File: src/port_reset_pkg.sv
// Purpose: Shared constants for the port reset and pin-state block.
// Assumes: 100 MHz aclk, AXI4-Lite register access with 8-bit addresses.
// Notes:   Register fields sit in the low byte of each 32-bit word.
package port_reset_pkg;
    // ------------------------------------------------------------
    // Port geometry
    // ------------------------------------------------------------
    localparam int NUM_PORTS = 7;
    localparam int PORT_W = 8;
    localparam int STROBE_W = 3;
    localparam int PORT_C = 2;
    localparam int PORT_F = 5;
    localparam int PORT_G = 6;
    // Usable bits of each port; the last port has five
    localparam logic [7:0] WIDE_MASK = 8'hFF;
    localparam logic [7:0] NARROW_MASK = 8'h1F;
    // Test access pins on the sixth port: clock 4, mode 5, out 6, in 7
    localparam int TDO_BIT = 6;
    localparam logic [7:0] JTAG_MASK = 8'hF0;
    localparam logic [7:0] JTAG_PU_MASK = 8'hB0;
    // Strobe bits 0..2 and their forced reset levels (1, 1, 0)
    localparam logic [7:0] STROBE_MASK = 8'h07;
    localparam logic [7:0] STROBE_RST_VAL = 8'h03;
    // ------------------------------------------------------------
    // Register map
    // ------------------------------------------------------------
    localparam int ADDR_W = 8;
    localparam logic [7:0] OUT_BASE = 8'h00;
    localparam logic [7:0] DIR_BASE = 8'h20;
    localparam logic [7:0] PUE_BASE = 8'h40;
    localparam logic [7:0] PIN_BASE = 8'h60;
    localparam logic [7:0] STATUS_ADDR = 8'h80;
    localparam logic [7:0] REG_RESET = 8'h00;
    localparam logic [1:0] RESP_OKAY = 2'h0;
    localparam logic [1:0] RESP_SLVERR = 2'h2;
    // ------------------------------------------------------------
    // Reset values of mode inputs before the first samples
    // ------------------------------------------------------------
    localparam logic FUSE_RESET = 1'b1;
    localparam logic ENTRY_RESET = 1'b1;
    localparam logic [1:0] POR_SAMPLE_CNT = 2'h2;
    // ------------------------------------------------------------
    // Timing
    // ------------------------------------------------------------
    localparam int CLK_PERIOD_NS = 10;
    localparam int RST_MIN_PULSE_NS = 1000;
    localparam int RST_MIN_PULSE_CYC =
        (RST_MIN_PULSE_NS + CLK_PERIOD_NS - 1) / CLK_PERIOD_NS;
endpackage

File: src/pad_ctrl_if.sv
// Purpose: Carries the control of one port's pads from logic to cell.
// Assumes: All vectors are one port wide.
// Notes:   rst_* fields apply only while a reset holds the pins.
interface pad_ctrl_if;
    logic [7:0] out_val;
    logic [7:0] dir;
    logic [7:0] pu_req;
    logic [7:0] rst_oe;
    logic [7:0] rst_val;
    logic [7:0] rst_pu;
    logic in_rst;
    modport ctrl (
        output out_val, dir, pu_req, rst_oe, rst_val, rst_pu, in_rst
    );
    modport pad (
        input out_val, dir, pu_req, rst_oe, rst_val, rst_pu, in_rst
    );
endinterface

File: src/port_pad_cell.sv
// Purpose: Pad drive, enable and pull-up selection for one port.
// Assumes: in_rst comes straight from the reset pins, no clock needed.
// Notes:   Purely combinational so reset acts with the clock stopped.
module port_pad_cell (
    // Control from the port logic
    pad_ctrl_if.pad ctl,
    // Pad side
    output logic [7:0] pad_out,
    output logic [7:0] pad_oe,
    output logic [7:0] pad_pu
);
    // ------------------------------------------------------------
    // Reset override
    // ------------------------------------------------------------
    // Reset swaps in the fixed pattern without waiting for an edge
    assign pad_oe = ctl.in_rst ? ctl.rst_oe : ctl.dir;
    assign pad_out = ctl.in_rst ? ctl.rst_val : ctl.out_val;
    // Pull-up never fights a driven pin
    assign pad_pu = ctl.in_rst ? ctl.rst_pu : (ctl.pu_req & ~ctl.dir);
endmodule

File: src/port_reset_pin_state.sv
// Purpose: Register control and reset-time pin state for seven ports.
// Assumes: Pins and mode straps are asynchronous and get synchronised.
// Notes:   Pin reset and aresetn both float pins with no clock edge.
//
// Our own choices: the AXI4-Lite slave port and the register offsets.

// Overview of operation
// - Six eight-bit ports, each bit own direction.
// - Seventh port has five bits, zero to four.
// - Every bit has its own pull-up enable.
// - Reset floats all pins without a clock.
// - Legacy mode: third port outputs, drives during reset.
// - Legacy mode is the power-up default.
// - Sixth port shared between converter and plain I/O.
// - Test pins keep pull-ups during reset.
// - Test data out floats unless shifting.
// - Legacy mode: sixth port input only.
// - Legacy mode: strobes reset to 1,1,0 asynchronously.
// - Legacy mode: strobes plus oscillator bits three, four.
// - Reset pin needs minimum low pulse length.
// - Programming entry pin low at power-on reset.
// - Legacy mode read from a static fuse.
// - Legacy mode: seventh port alternate functions only.
module port_reset_pin_state #(
    parameter int MIN_PULSE_CYC = port_reset_pkg::RST_MIN_PULSE_CYC
) (
    // Clock and power-on reset
    input wire logic aclk,
    input wire logic aresetn,
    // AXI4-Lite write address and data
    input wire logic [7:0] s_axi_awaddr,
    input wire logic s_axi_awvalid,
    output logic s_axi_awready,
    input wire logic [31:0] s_axi_wdata,
    input wire logic [3:0] s_axi_wstrb,
    input wire logic s_axi_wvalid,
    output logic s_axi_wready,
    // AXI4-Lite write response
    output logic [1:0] s_axi_bresp,
    output logic s_axi_bvalid,
    input wire logic s_axi_bready,
    // AXI4-Lite read
    input wire logic [7:0] s_axi_araddr,
    input wire logic s_axi_arvalid,
    output logic s_axi_arready,
    output logic [31:0] s_axi_rdata,
    output logic [1:0] s_axi_rresp,
    output logic s_axi_rvalid,
    input wire logic s_axi_rready,
    // External reset pin
    input wire logic reset_pin_n,
    // Port pads
    input wire logic [6:0][7:0] port_in,
    output logic [6:0][7:0] port_out,
    output logic [6:0][7:0] port_oe,
    output logic [6:0][7:0] port_pu,
    // Mode straps and sideband
    input wire logic legacy_compat_fuse,
    input wire logic jtag_enable,
    input wire logic [7:0] adc_in_use,
    input wire logic tap_shift_out,
    input wire logic tap_tdo,
    input wire logic [2:0] mem_strobe,
    input wire logic serial_prog_entry_pin,
    output logic serial_prog_mode
);
    // ------------------------------------------------------------
    // Address decode
    // ------------------------------------------------------------
    // Returns {hit, port index} for a per-port register bank
    function automatic logic [3:0] bank_sel(
        input logic [7:0] addr,
        input logic [7:0] base
    );
        logic hit;
        hit = (addr[7:5] == base[7:5]) && (addr[1:0] == 2'h0)
            && (addr[4:2] < 3'(port_reset_pkg::NUM_PORTS));
        bank_sel = {hit, addr[4:2]};
    endfunction

    // Bits of a port that exist, so missing bits read zero
    function automatic logic [7:0] port_mask(input int p);
        port_mask = (p == port_reset_pkg::PORT_G) ?
            port_reset_pkg::NARROW_MASK : port_reset_pkg::WIDE_MASK;
    endfunction

    // ------------------------------------------------------------
    // Input synchronisers
    // ------------------------------------------------------------
    localparam int PIN_BITS = 56;
    localparam int SYNC_W = PIN_BITS + 17;
    // Fuse resets to legacy and entry pin to its pulled-high level
    localparam logic [SYNC_W-1:0] SYNC_INIT = {
        {PIN_BITS{1'b0}},
        1'b1,
        port_reset_pkg::FUSE_RESET,
        1'b0,
        8'h00,
        1'b0,
        1'b0,
        3'h0,
        port_reset_pkg::ENTRY_RESET
    };

    logic [SYNC_W-1:0] sync_raw;
    logic [SYNC_W-1:0] sync_a_r;
    logic [SYNC_W-1:0] sync_b_r;

    assign sync_raw = {
        port_in,
        reset_pin_n,
        legacy_compat_fuse,
        jtag_enable,
        adc_in_use,
        tap_shift_out,
        tap_tdo,
        mem_strobe,
        serial_prog_entry_pin
    };

    // Two stages; only the second stage feeds logic
    always_ff @(posedge aclk) begin
        if (!aresetn) begin
            sync_a_r <= SYNC_INIT;
            sync_b_r <= SYNC_INIT;
        end else begin
            sync_a_r <= sync_raw;
            sync_b_r <= sync_a_r;
        end
    end

    // Named views of the synchronised bundle
    logic [6:0][7:0] pin_s;
    logic rst_pin_s;
    logic legacy;
    logic jtag_s;
    logic [7:0] adc_s;
    logic shift_s;
    logic tdo_s;
    logic [2:0] strobe_s;
    logic entry_s;

    assign {pin_s, rst_pin_s, legacy, jtag_s, adc_s, shift_s,
            tdo_s, strobe_s, entry_s} = sync_b_r;

    // ------------------------------------------------------------
    // Reset pin pulse filter
    // ------------------------------------------------------------
    // Glitches shorter than the minimum do not clear registers
    localparam int CNT_W = $clog2(MIN_PULSE_CYC + 1);
    localparam logic [CNT_W-1:0] CNT_LAST = CNT_W'(MIN_PULSE_CYC - 1);

    logic [CNT_W-1:0] low_cnt_r;
    logic [CNT_W-1:0] low_cnt_nxt;
    logic pin_rst_r;
    logic pin_rst_nxt;
    logic regs_rst;

    assign low_cnt_nxt = rst_pin_s ? '0 :
        (low_cnt_r == CNT_LAST) ? low_cnt_r : low_cnt_r + CNT_W'(1);
    assign pin_rst_nxt = !rst_pin_s && (low_cnt_r == CNT_LAST);
    assign regs_rst = !aresetn || pin_rst_r;

    // Counter of consecutive low samples
    always_ff @(posedge aclk) begin
        if (!aresetn) begin
            low_cnt_r <= '0;
            pin_rst_r <= 1'b0;
        end else begin
            low_cnt_r <= low_cnt_nxt;
            pin_rst_r <= pin_rst_nxt;
        end
    end

    // ------------------------------------------------------------
    // Programming entry capture
    // ------------------------------------------------------------
    // Waits out the synchroniser before taking the entry pin
    logic [1:0] por_cnt_r;
    logic prog_mode_r;
    logic por_sample;

    assign por_sample = (por_cnt_r == port_reset_pkg::POR_SAMPLE_CNT);

    // Only a power-on reset samples; later the pin is ignored
    always_ff @(posedge aclk) begin
        if (!aresetn) begin
            por_cnt_r <= 2'h0;
            prog_mode_r <= 1'b0;
        end else begin
            if (por_cnt_r != 2'h3) begin
                por_cnt_r <= por_cnt_r + 2'h1;
            end
            if (por_sample) begin
                prog_mode_r <= !entry_s;
            end
        end
    end

    assign serial_prog_mode = prog_mode_r;

    // ------------------------------------------------------------
    // AXI4-Lite write path
    // ------------------------------------------------------------
    // Address and data are taken together; waiting is the ordering
    logic wr_go;
    logic [3:0] wr_out;
    logic [3:0] wr_dir;
    logic [3:0] wr_pue;
    logic wr_hit;
    logic bvalid_r;
    logic [1:0] bresp_r;

    assign wr_go = s_axi_awvalid && s_axi_wvalid && !bvalid_r;
    assign s_axi_awready = wr_go;
    assign s_axi_wready = wr_go;
    assign wr_out = bank_sel(s_axi_awaddr, port_reset_pkg::OUT_BASE);
    assign wr_dir = bank_sel(s_axi_awaddr, port_reset_pkg::DIR_BASE);
    assign wr_pue = bank_sel(s_axi_awaddr, port_reset_pkg::PUE_BASE);
    assign wr_hit = wr_out[3] || wr_dir[3] || wr_pue[3];

    // Response follows one cycle after both channels are taken
    always_ff @(posedge aclk) begin
        if (!aresetn) begin
            bvalid_r <= 1'b0;
            bresp_r <= port_reset_pkg::RESP_OKAY;
        end else if (wr_go) begin
            bvalid_r <= 1'b1;
            bresp_r <= wr_hit ? port_reset_pkg::RESP_OKAY :
                port_reset_pkg::RESP_SLVERR;
        end else if (s_axi_bready) begin
            bvalid_r <= 1'b0;
        end
    end

    assign s_axi_bvalid = bvalid_r;
    assign s_axi_bresp = bresp_r;

    // ------------------------------------------------------------
    // Port control registers
    // ------------------------------------------------------------
    logic [6:0][7:0] out_r;
    logic [6:0][7:0] dir_r;
    logic [6:0][7:0] pue_r;
    logic wr_lane;

    // Fields live in byte lane 0 only
    assign wr_lane = wr_go && s_axi_wstrb[0];

    for (genvar p = 0; p < port_reset_pkg::NUM_PORTS; p++) begin : g_regs
        logic sel_out;
        logic sel_dir;
        logic sel_pue;
        logic [7:0] wbyte;

        assign sel_out = wr_lane && wr_out[3] && (wr_out[2:0] == 3'(p));
        assign sel_dir = wr_lane && wr_dir[3] && (wr_dir[2:0] == 3'(p));
        assign sel_pue = wr_lane && wr_pue[3] && (wr_pue[2:0] == 3'(p));
        assign wbyte = s_axi_wdata[7:0] & port_mask(p);

        // Each bit keeps its own direction and pull-up
        always_ff @(posedge aclk) begin
            if (regs_rst) begin
                out_r[p] <= port_reset_pkg::REG_RESET;
                dir_r[p] <= port_reset_pkg::REG_RESET;
                pue_r[p] <= port_reset_pkg::REG_RESET;
            end else begin
                if (sel_out) begin
                    out_r[p] <= wbyte;
                end
                if (sel_dir) begin
                    dir_r[p] <= wbyte;
                end
                if (sel_pue) begin
                    pue_r[p] <= wbyte;
                end
            end
        end
    end

    // ------------------------------------------------------------
    // AXI4-Lite read path
    // ------------------------------------------------------------
    logic [3:0] rd_out;
    logic [3:0] rd_dir;
    logic [3:0] rd_pue;
    logic [3:0] rd_pin;
    logic rd_stat;
    logic rd_go;
    logic [7:0] rd_byte;
    logic rd_hit;
    logic [7:0] status_byte;
    logic rvalid_r;
    logic [31:0] rdata_r;
    logic [1:0] rresp_r;

    assign rd_go = s_axi_arvalid && !rvalid_r;
    assign s_axi_arready = rd_go;
    assign rd_out = bank_sel(s_axi_araddr, port_reset_pkg::OUT_BASE);
    assign rd_dir = bank_sel(s_axi_araddr, port_reset_pkg::DIR_BASE);
    assign rd_pue = bank_sel(s_axi_araddr, port_reset_pkg::PUE_BASE);
    assign rd_pin = bank_sel(s_axi_araddr, port_reset_pkg::PIN_BASE);
    assign rd_stat = (s_axi_araddr == port_reset_pkg::STATUS_ADDR);
    assign rd_hit = rd_out[3] || rd_dir[3] || rd_pue[3] || rd_pin[3]
        || rd_stat;

    // Mode summary so software can see why pins are overridden
    assign status_byte = {4'h0, pin_rst_r, prog_mode_r, jtag_s, legacy};

    // Pin readback masks off bits the port does not have
    assign rd_byte =
        rd_out[3] ? out_r[rd_out[2:0]] :
        rd_dir[3] ? dir_r[rd_dir[2:0]] :
        rd_pue[3] ? pue_r[rd_pue[2:0]] :
        rd_pin[3] ? pin_s[rd_pin[2:0]] & port_mask(int'(rd_pin[2:0])) :
        rd_stat ? status_byte : 8'h00;

    // Read data registered one cycle after the address
    always_ff @(posedge aclk) begin
        if (!aresetn) begin
            rvalid_r <= 1'b0;
            rdata_r <= 32'h0000_0000;
            rresp_r <= port_reset_pkg::RESP_OKAY;
        end else if (rd_go) begin
            rvalid_r <= 1'b1;
            rdata_r <= {24'h00_0000, rd_byte};
            rresp_r <= rd_hit ? port_reset_pkg::RESP_OKAY :
                port_reset_pkg::RESP_SLVERR;
        end else if (s_axi_rready) begin
            rvalid_r <= 1'b0;
        end
    end

    assign s_axi_rvalid = rvalid_r;
    assign s_axi_rdata = rdata_r;
    assign s_axi_rresp = rresp_r;

    // ------------------------------------------------------------
    // Pin state per port
    // ------------------------------------------------------------
    // Raw pins, not the filter, so pins float with the clock stopped
    logic in_rst;

    assign in_rst = !reset_pin_n || !aresetn;

    for (genvar p = 0; p < port_reset_pkg::NUM_PORTS; p++) begin : g_port
        pad_ctrl_if ctl ();

        assign ctl.in_rst = in_rst;

        if (p == port_reset_pkg::PORT_C) begin : g_c
            // Legacy mode: output only, keeps driving through reset
            assign ctl.dir = legacy ? 8'hFF : dir_r[p];
            assign ctl.out_val = out_r[p];
            assign ctl.pu_req = pue_r[p];
            assign ctl.rst_oe = legacy ? 8'hFF : 8'h00;
            assign ctl.rst_val = out_r[p];
            assign ctl.rst_pu = 8'h00;
        end else if (p == port_reset_pkg::PORT_F) begin : g_f
            logic [7:0] jt;
            logic [7:0] tdo_oe;
            logic [7:0] gp_dir;

            assign jt = jtag_s ? port_reset_pkg::JTAG_MASK : 8'h00;
            // Test data out drives only in shifting states
            assign tdo_oe = (jtag_s && shift_s) ?
                8'(1 << port_reset_pkg::TDO_BIT) : 8'h00;
            // Converter inputs give up the digital driver
            assign gp_dir = dir_r[p] & ~adc_s & ~jt;
            assign ctl.dir = legacy ? 8'h00 : (gp_dir | tdo_oe);
            assign ctl.out_val = (out_r[p] & ~jt)
                | (tdo_s ? tdo_oe : 8'h00);
            assign ctl.pu_req = (pue_r[p] & ~adc_s & ~jt)
                | (jtag_s ? port_reset_pkg::JTAG_PU_MASK : 8'h00);
            assign ctl.rst_oe = 8'h00;
            assign ctl.rst_val = 8'h00;
            // Test pull-ups survive reset
            assign ctl.rst_pu = jtag_s ?
                port_reset_pkg::JTAG_PU_MASK : 8'h00;
        end else if (p == port_reset_pkg::PORT_G) begin : g_g
            // Legacy mode: strobes out, oscillator bits left alone
            assign ctl.dir = legacy ? port_reset_pkg::STROBE_MASK :
                (dir_r[p] & port_reset_pkg::NARROW_MASK);
            assign ctl.out_val = legacy ? {5'h00, strobe_s} :
                (out_r[p] & port_reset_pkg::NARROW_MASK);
            assign ctl.pu_req = legacy ? 8'h00 :
                (pue_r[p] & port_reset_pkg::NARROW_MASK);
            // Strobes take 1,1,0 the moment reset arrives
            assign ctl.rst_oe = legacy ?
                port_reset_pkg::STROBE_MASK : 8'h00;
            assign ctl.rst_val = legacy ?
                port_reset_pkg::STROBE_RST_VAL : 8'h00;
            assign ctl.rst_pu = 8'h00;
        end else begin : g_plain
            // Ordinary port: software decides everything
            assign ctl.dir = dir_r[p];
            assign ctl.out_val = out_r[p];
            assign ctl.pu_req = pue_r[p];
            assign ctl.rst_oe = 8'h00;
            assign ctl.rst_val = 8'h00;
            assign ctl.rst_pu = 8'h00;
        end

        port_pad_cell u_pad (
            .ctl(ctl.pad),
            .pad_out(port_out[p]),
            .pad_oe(port_oe[p]),
            .pad_pu(port_pu[p])
        );
    end
endmodule

File: config.mk
export PLATFORM = sky130hd
export DESIGN_NAME = port_reset_pin_state
export DESIGN_NICKNAME = d
export VERILOG_FILES = /design/src/port_reset_pkg.sv /design/src/pad_ctrl_if.sv /design/src/port_pad_cell.sv /design/src/port_reset_pin_state.sv
export SDC_FILE = /design/constraint.sdc
export NUM_CORES = 1
export LEC_CHECK = 0
export BUFFER_PORTS_ARGS = -buffer_cell sky130_fd_sc_hd__buf_2
export CAP_MARGIN = 20
export CELL_PAD_IN_SITES_DETAIL_PLACEMENT = 1
export CELL_PAD_IN_SITES_GLOBAL_PLACEMENT = 1
export CORE_AREA = 3 3 192 194
export CTS_CLUSTER_DIAMETER = 60
export DETAILED_ROUTE_END_ITERATION = 8
export DIE_AREA = 0 0 195 197
export MAX_ROUTING_LAYER = met4
export PLACE_DENSITY_LB_ADDON = 0.1
export SLEW_MARGIN = 15
export SYNTH_ARGS = -nofsm -noshare
export SYNTH_HDL_FRONTEND = slang
export SYNTH_SLANG_ARGS = --single-unit
File: constraint.sdc
create_clock -name aclk -period 4 [get_ports aclk]
set_clock_uncertainty 0.1 [all_clocks]
set_input_delay 0.8 -clock aclk [delete_from_list [all_inputs] [get_ports aclk]]
set_output_delay 0.8 -clock aclk [all_outputs]
set_load 0.005 [all_outputs]
==> results_dict.tcl <==
set metrics [dict create \
    clock_sinks 322 \
    setup_viol 0 \
    root_buffer "clkbuf_16" \
    whs_ps 310 \
    cts_inserted_buffers 36 \
    drc 0 \
    dpl_cell_area_um2 15600 \
    worst_pin_slew_ps 1080 \
    crit_family "simple AND/OR/NAND/NOR gates" \
    htreeDepth 2 \
    ir_drop_mv 0.302 \
    path_clk_slew_ps 60 \
    critical_path_required_ps 3100 \
    placementRows 69 \
    num_io_pins 342 \
    dr.pass1.iters 5 \
    cts_resized 0 \
    port_buffers 276 \
    layout.cells.non_filler 2155 \
    path_cells "nand2b_1 -> buf_4 -> nor4b_1 -> nor2_1 -> buf_2" \
    cts_hold_buffers 0 \
    antenna_left 0 \
    max_slew_margin_pct 27.2 \
    synth_largest_area_cell "dfxtp_1" \
    timing.final.max_slew_violations 0 \
    dp_cells 2088 \
    rsz0062_at_grt "no" \
    die_y_um 197 \
    crit_arrival_ps 2450 \
    power_density_nw_per_um2 431 \
    fillers 4077 \
    area_growth_pct 19.4 \
    fp.dieW_um 195 \
    ys.flop_type "dfxtp_1" \
    antenna_found_initial 3 \
    viasPerCell 5.33 \
    fin_tns_setup_ps 0 \
    fmax_mhz 298 \
    grt_usage_pct 25.6 \
    core_um2 35400 \
    vias 11494 \
    grt_pass1_vias 11467 \
    crit_slowest_cell "dfxtp_1" \
    yosys_warnings 0 \
    grt_pass1_wl_um 73500 \
    synthTopCellsByArea "dfxtp_1 46%, mux2i_1 11%, and2_1 6.5%" \
    post_cts.repair.setup_buffers 0 \
    hold_class "reg2reg" \
    period_minus_slack_ps 3350 \
    grt_max_degree 132 \
    place.gp.congestion 0.864 \
    maxCapViolations 0 \
    setup_slack_ps 648 \
    multi_input_area_um2 6940 \
    synthArstFlopShare_pct 0 \
    synth_edf_count 0 \
    cp_num_buf_inv 2 \
    nets 1800 \
    critical_path_class "reg2out" \
    place_ws_ps 590 \
    synth-seq-cells 322 \
    outcome "completed" \
    die_area_um2 38400 \
    period_share_pct 83.8 \
    ff_latch_area_um2 6450 \
    yosys.area.top_type_share_pct 45.6 \
    crit_fanout 24 \
    wl_um 49700 \
    initial_core_util_pct 39.9 \
    clock_path_buffers 3 \
    netlist-cell-type-count 60 \
    ys_seq_area_share_pct 45.6 \
    final_area_um2 16900 \
    start_kind "flip-flop" \
    hold_viol_final 0 \
    wl_per_cell_um 23.1 \
    syn-cell-area_um2 14100 \
    syn_inst 1457 \
    drtIter0Drc 669 \
    synth_area_per_cell_um2 9.70 \
    leakagePower_uw 0.00781 \
    cpPeakStageDelay_ps 630 \
    tritoncts "yes" \
    clk_latency_ps 530 \
    endpoint_kind "primary output" \
    overflow 0 \
    drive_gt1_share_pct 25.0 \
    hpwlAfterDp_um 36000 \
]
report_power, final:
part	switching [uW]	internal, uW
registers	29.3	3290
logic	292	163
clock network	1370	2130
total	1690	5580
per-stage QoR:
stage	total power, uW	utilization, %
floorplan	3670	-
global placement	3830	44.1
detailed placement	3840	44.1
CTS	7330	47.6
global route	7510	47.6
finish	7270	47.6
routing by layer:
| layer | vias to the layer above | GRT usage (%) | share of wire, % |
|---|---|---|---|
| li1 | 5380 | - | - |
| met5 | - | - | 0 |
| met4 | 0 | 7.58 | 2.9 |
| met1 | 5616 | 34.7 | 45 |
| met2 | 416 | 39.9 | 46 |
| met3 | 82 | 4.14 | 6.1 |
worst register-to-register path, delay by kind of cell (launching register included):
family	cells	cell delay (ps)
simple gates	4	1820
compound gates	1	180
flops	1	330
cell usage in the layout, fill, tap and decap left out, types with 5 or more instances in the layout:
| cell type | instances |
|---|---|
| a21o_1 | 11 |
| a21oi_1 | 34 |
| a221o_1 | 8 |
| a221oi_1 | 18 |
| a22oi_1 | 16 |
| a31oi_1 | 6 |
| and2_1 | 146 |
| and3_1 | 77 |
| buf_2 | 275 |
| buf_4 | 25 |
| bufinv_16 | 5 |
| clkbuf_1 | 9 |
| clkbuf_16 | 36 |
| clkbuf_8 | 7 |
| conb_1 | 35 |
| dfxtp_1 | 322 |
| inv_1 | 9 |
| mux2_2 | 27 |
| mux2i_1 | 161 |
| mux4_2 | 19 |
| nand2_1 | 42 |
| nand2b_1 | 17 |
| nand3_1 | 13 |
| nor2_1 | 165 |
| nor2b_1 | 14 |
| nor3_1 | 10 |
| nor3b_1 | 54 |
| nor4b_1 | 8 |
| o21ai_0 | 33 |
| o21ai_1 | 5 |
| o221ai_1 | 6 |
| o2bb2ai_1 | 6 |
| or3_1 | 9 |
final timing paths:
check                                          startpoint                           endpoint  slack (ps)  depth (start not counted)
worst max-delay path              sync_b_r[15]$_SDFF_PN1_                        port_pu[44]         650                          5
worst min-delay path              sync_a_r[16]$_SDFF_PN1_            sync_b_r[16]$_SDFF_PN1_         310                          1
worst max register to register  s_axi_bvalid$_SDFFE_PN0P_  g_port[3].ctl.dir[1]$_SDFFE_PP0P_        1510                          5
worst min register to register    sync_a_r[16]$_SDFF_PN1_            sync_b_r[16]$_SDFF_PN1_         310                          1
sequential cells by signal, summed over array words and instances, names as in the netlist, 2 cells and up:
register            cells
dir_r                  21
sync_a_r               70
s_axi_rdata             8
low_cnt_r               7
out_r                  13
pue_r                  13
g_port.ctl.out_val     40
por_cnt_r               2
sync_b_r               70
g_port.ctl.pu_req      40
g_port.ctl.dir         32
Yosys cell counts, types with 8 or more instances:
cell type / count
nor4b_1: 8
nand2b_1: 18
a221o_1: 8
and3_1: 77
nand3_1: 13
nor3_1: 10
buf_2: 13
mux4_2: 19
nor3b_1: 54
a22oi_1: 16
a221oi_1: 18
or3_1: 9
a21oi_1: 34
nand2_1: 42
clkbuf_1: 97
mux2_2: 27
mux2i_1: 161
and2_1: 146
nor2b_1: 14
a21o_1: 11
dfxtp_1: 322
o21ai_0: 33
nor2_1: 165
buf_4: 48
inv_1: 9
cells by family after synthesis:
group | share of synthesized area, %
AO/OA/AOI/OAI | 7.84
XOR/XNOR | 0.310
adder cells (fa/ha/maj) | 0.266
buffers and inverters | 6.20
flip-flops | 45.6
multiplexers | 16.6
other | 0.0265
AND/OR/NAND/NOR | 23.1
cell type report:
cell class	instances	share of cell area (%)
sequential	322	38.2
timing repair buffer	302	9.51
antenna	3	0.0445
clock buffer	52	6.11
clock inverter	12	1.34
tap	461	3.42
multi-input combinational	994	41.2
inverter	9	0.200
No activity file was read; power rests on OpenSTA's default activity.
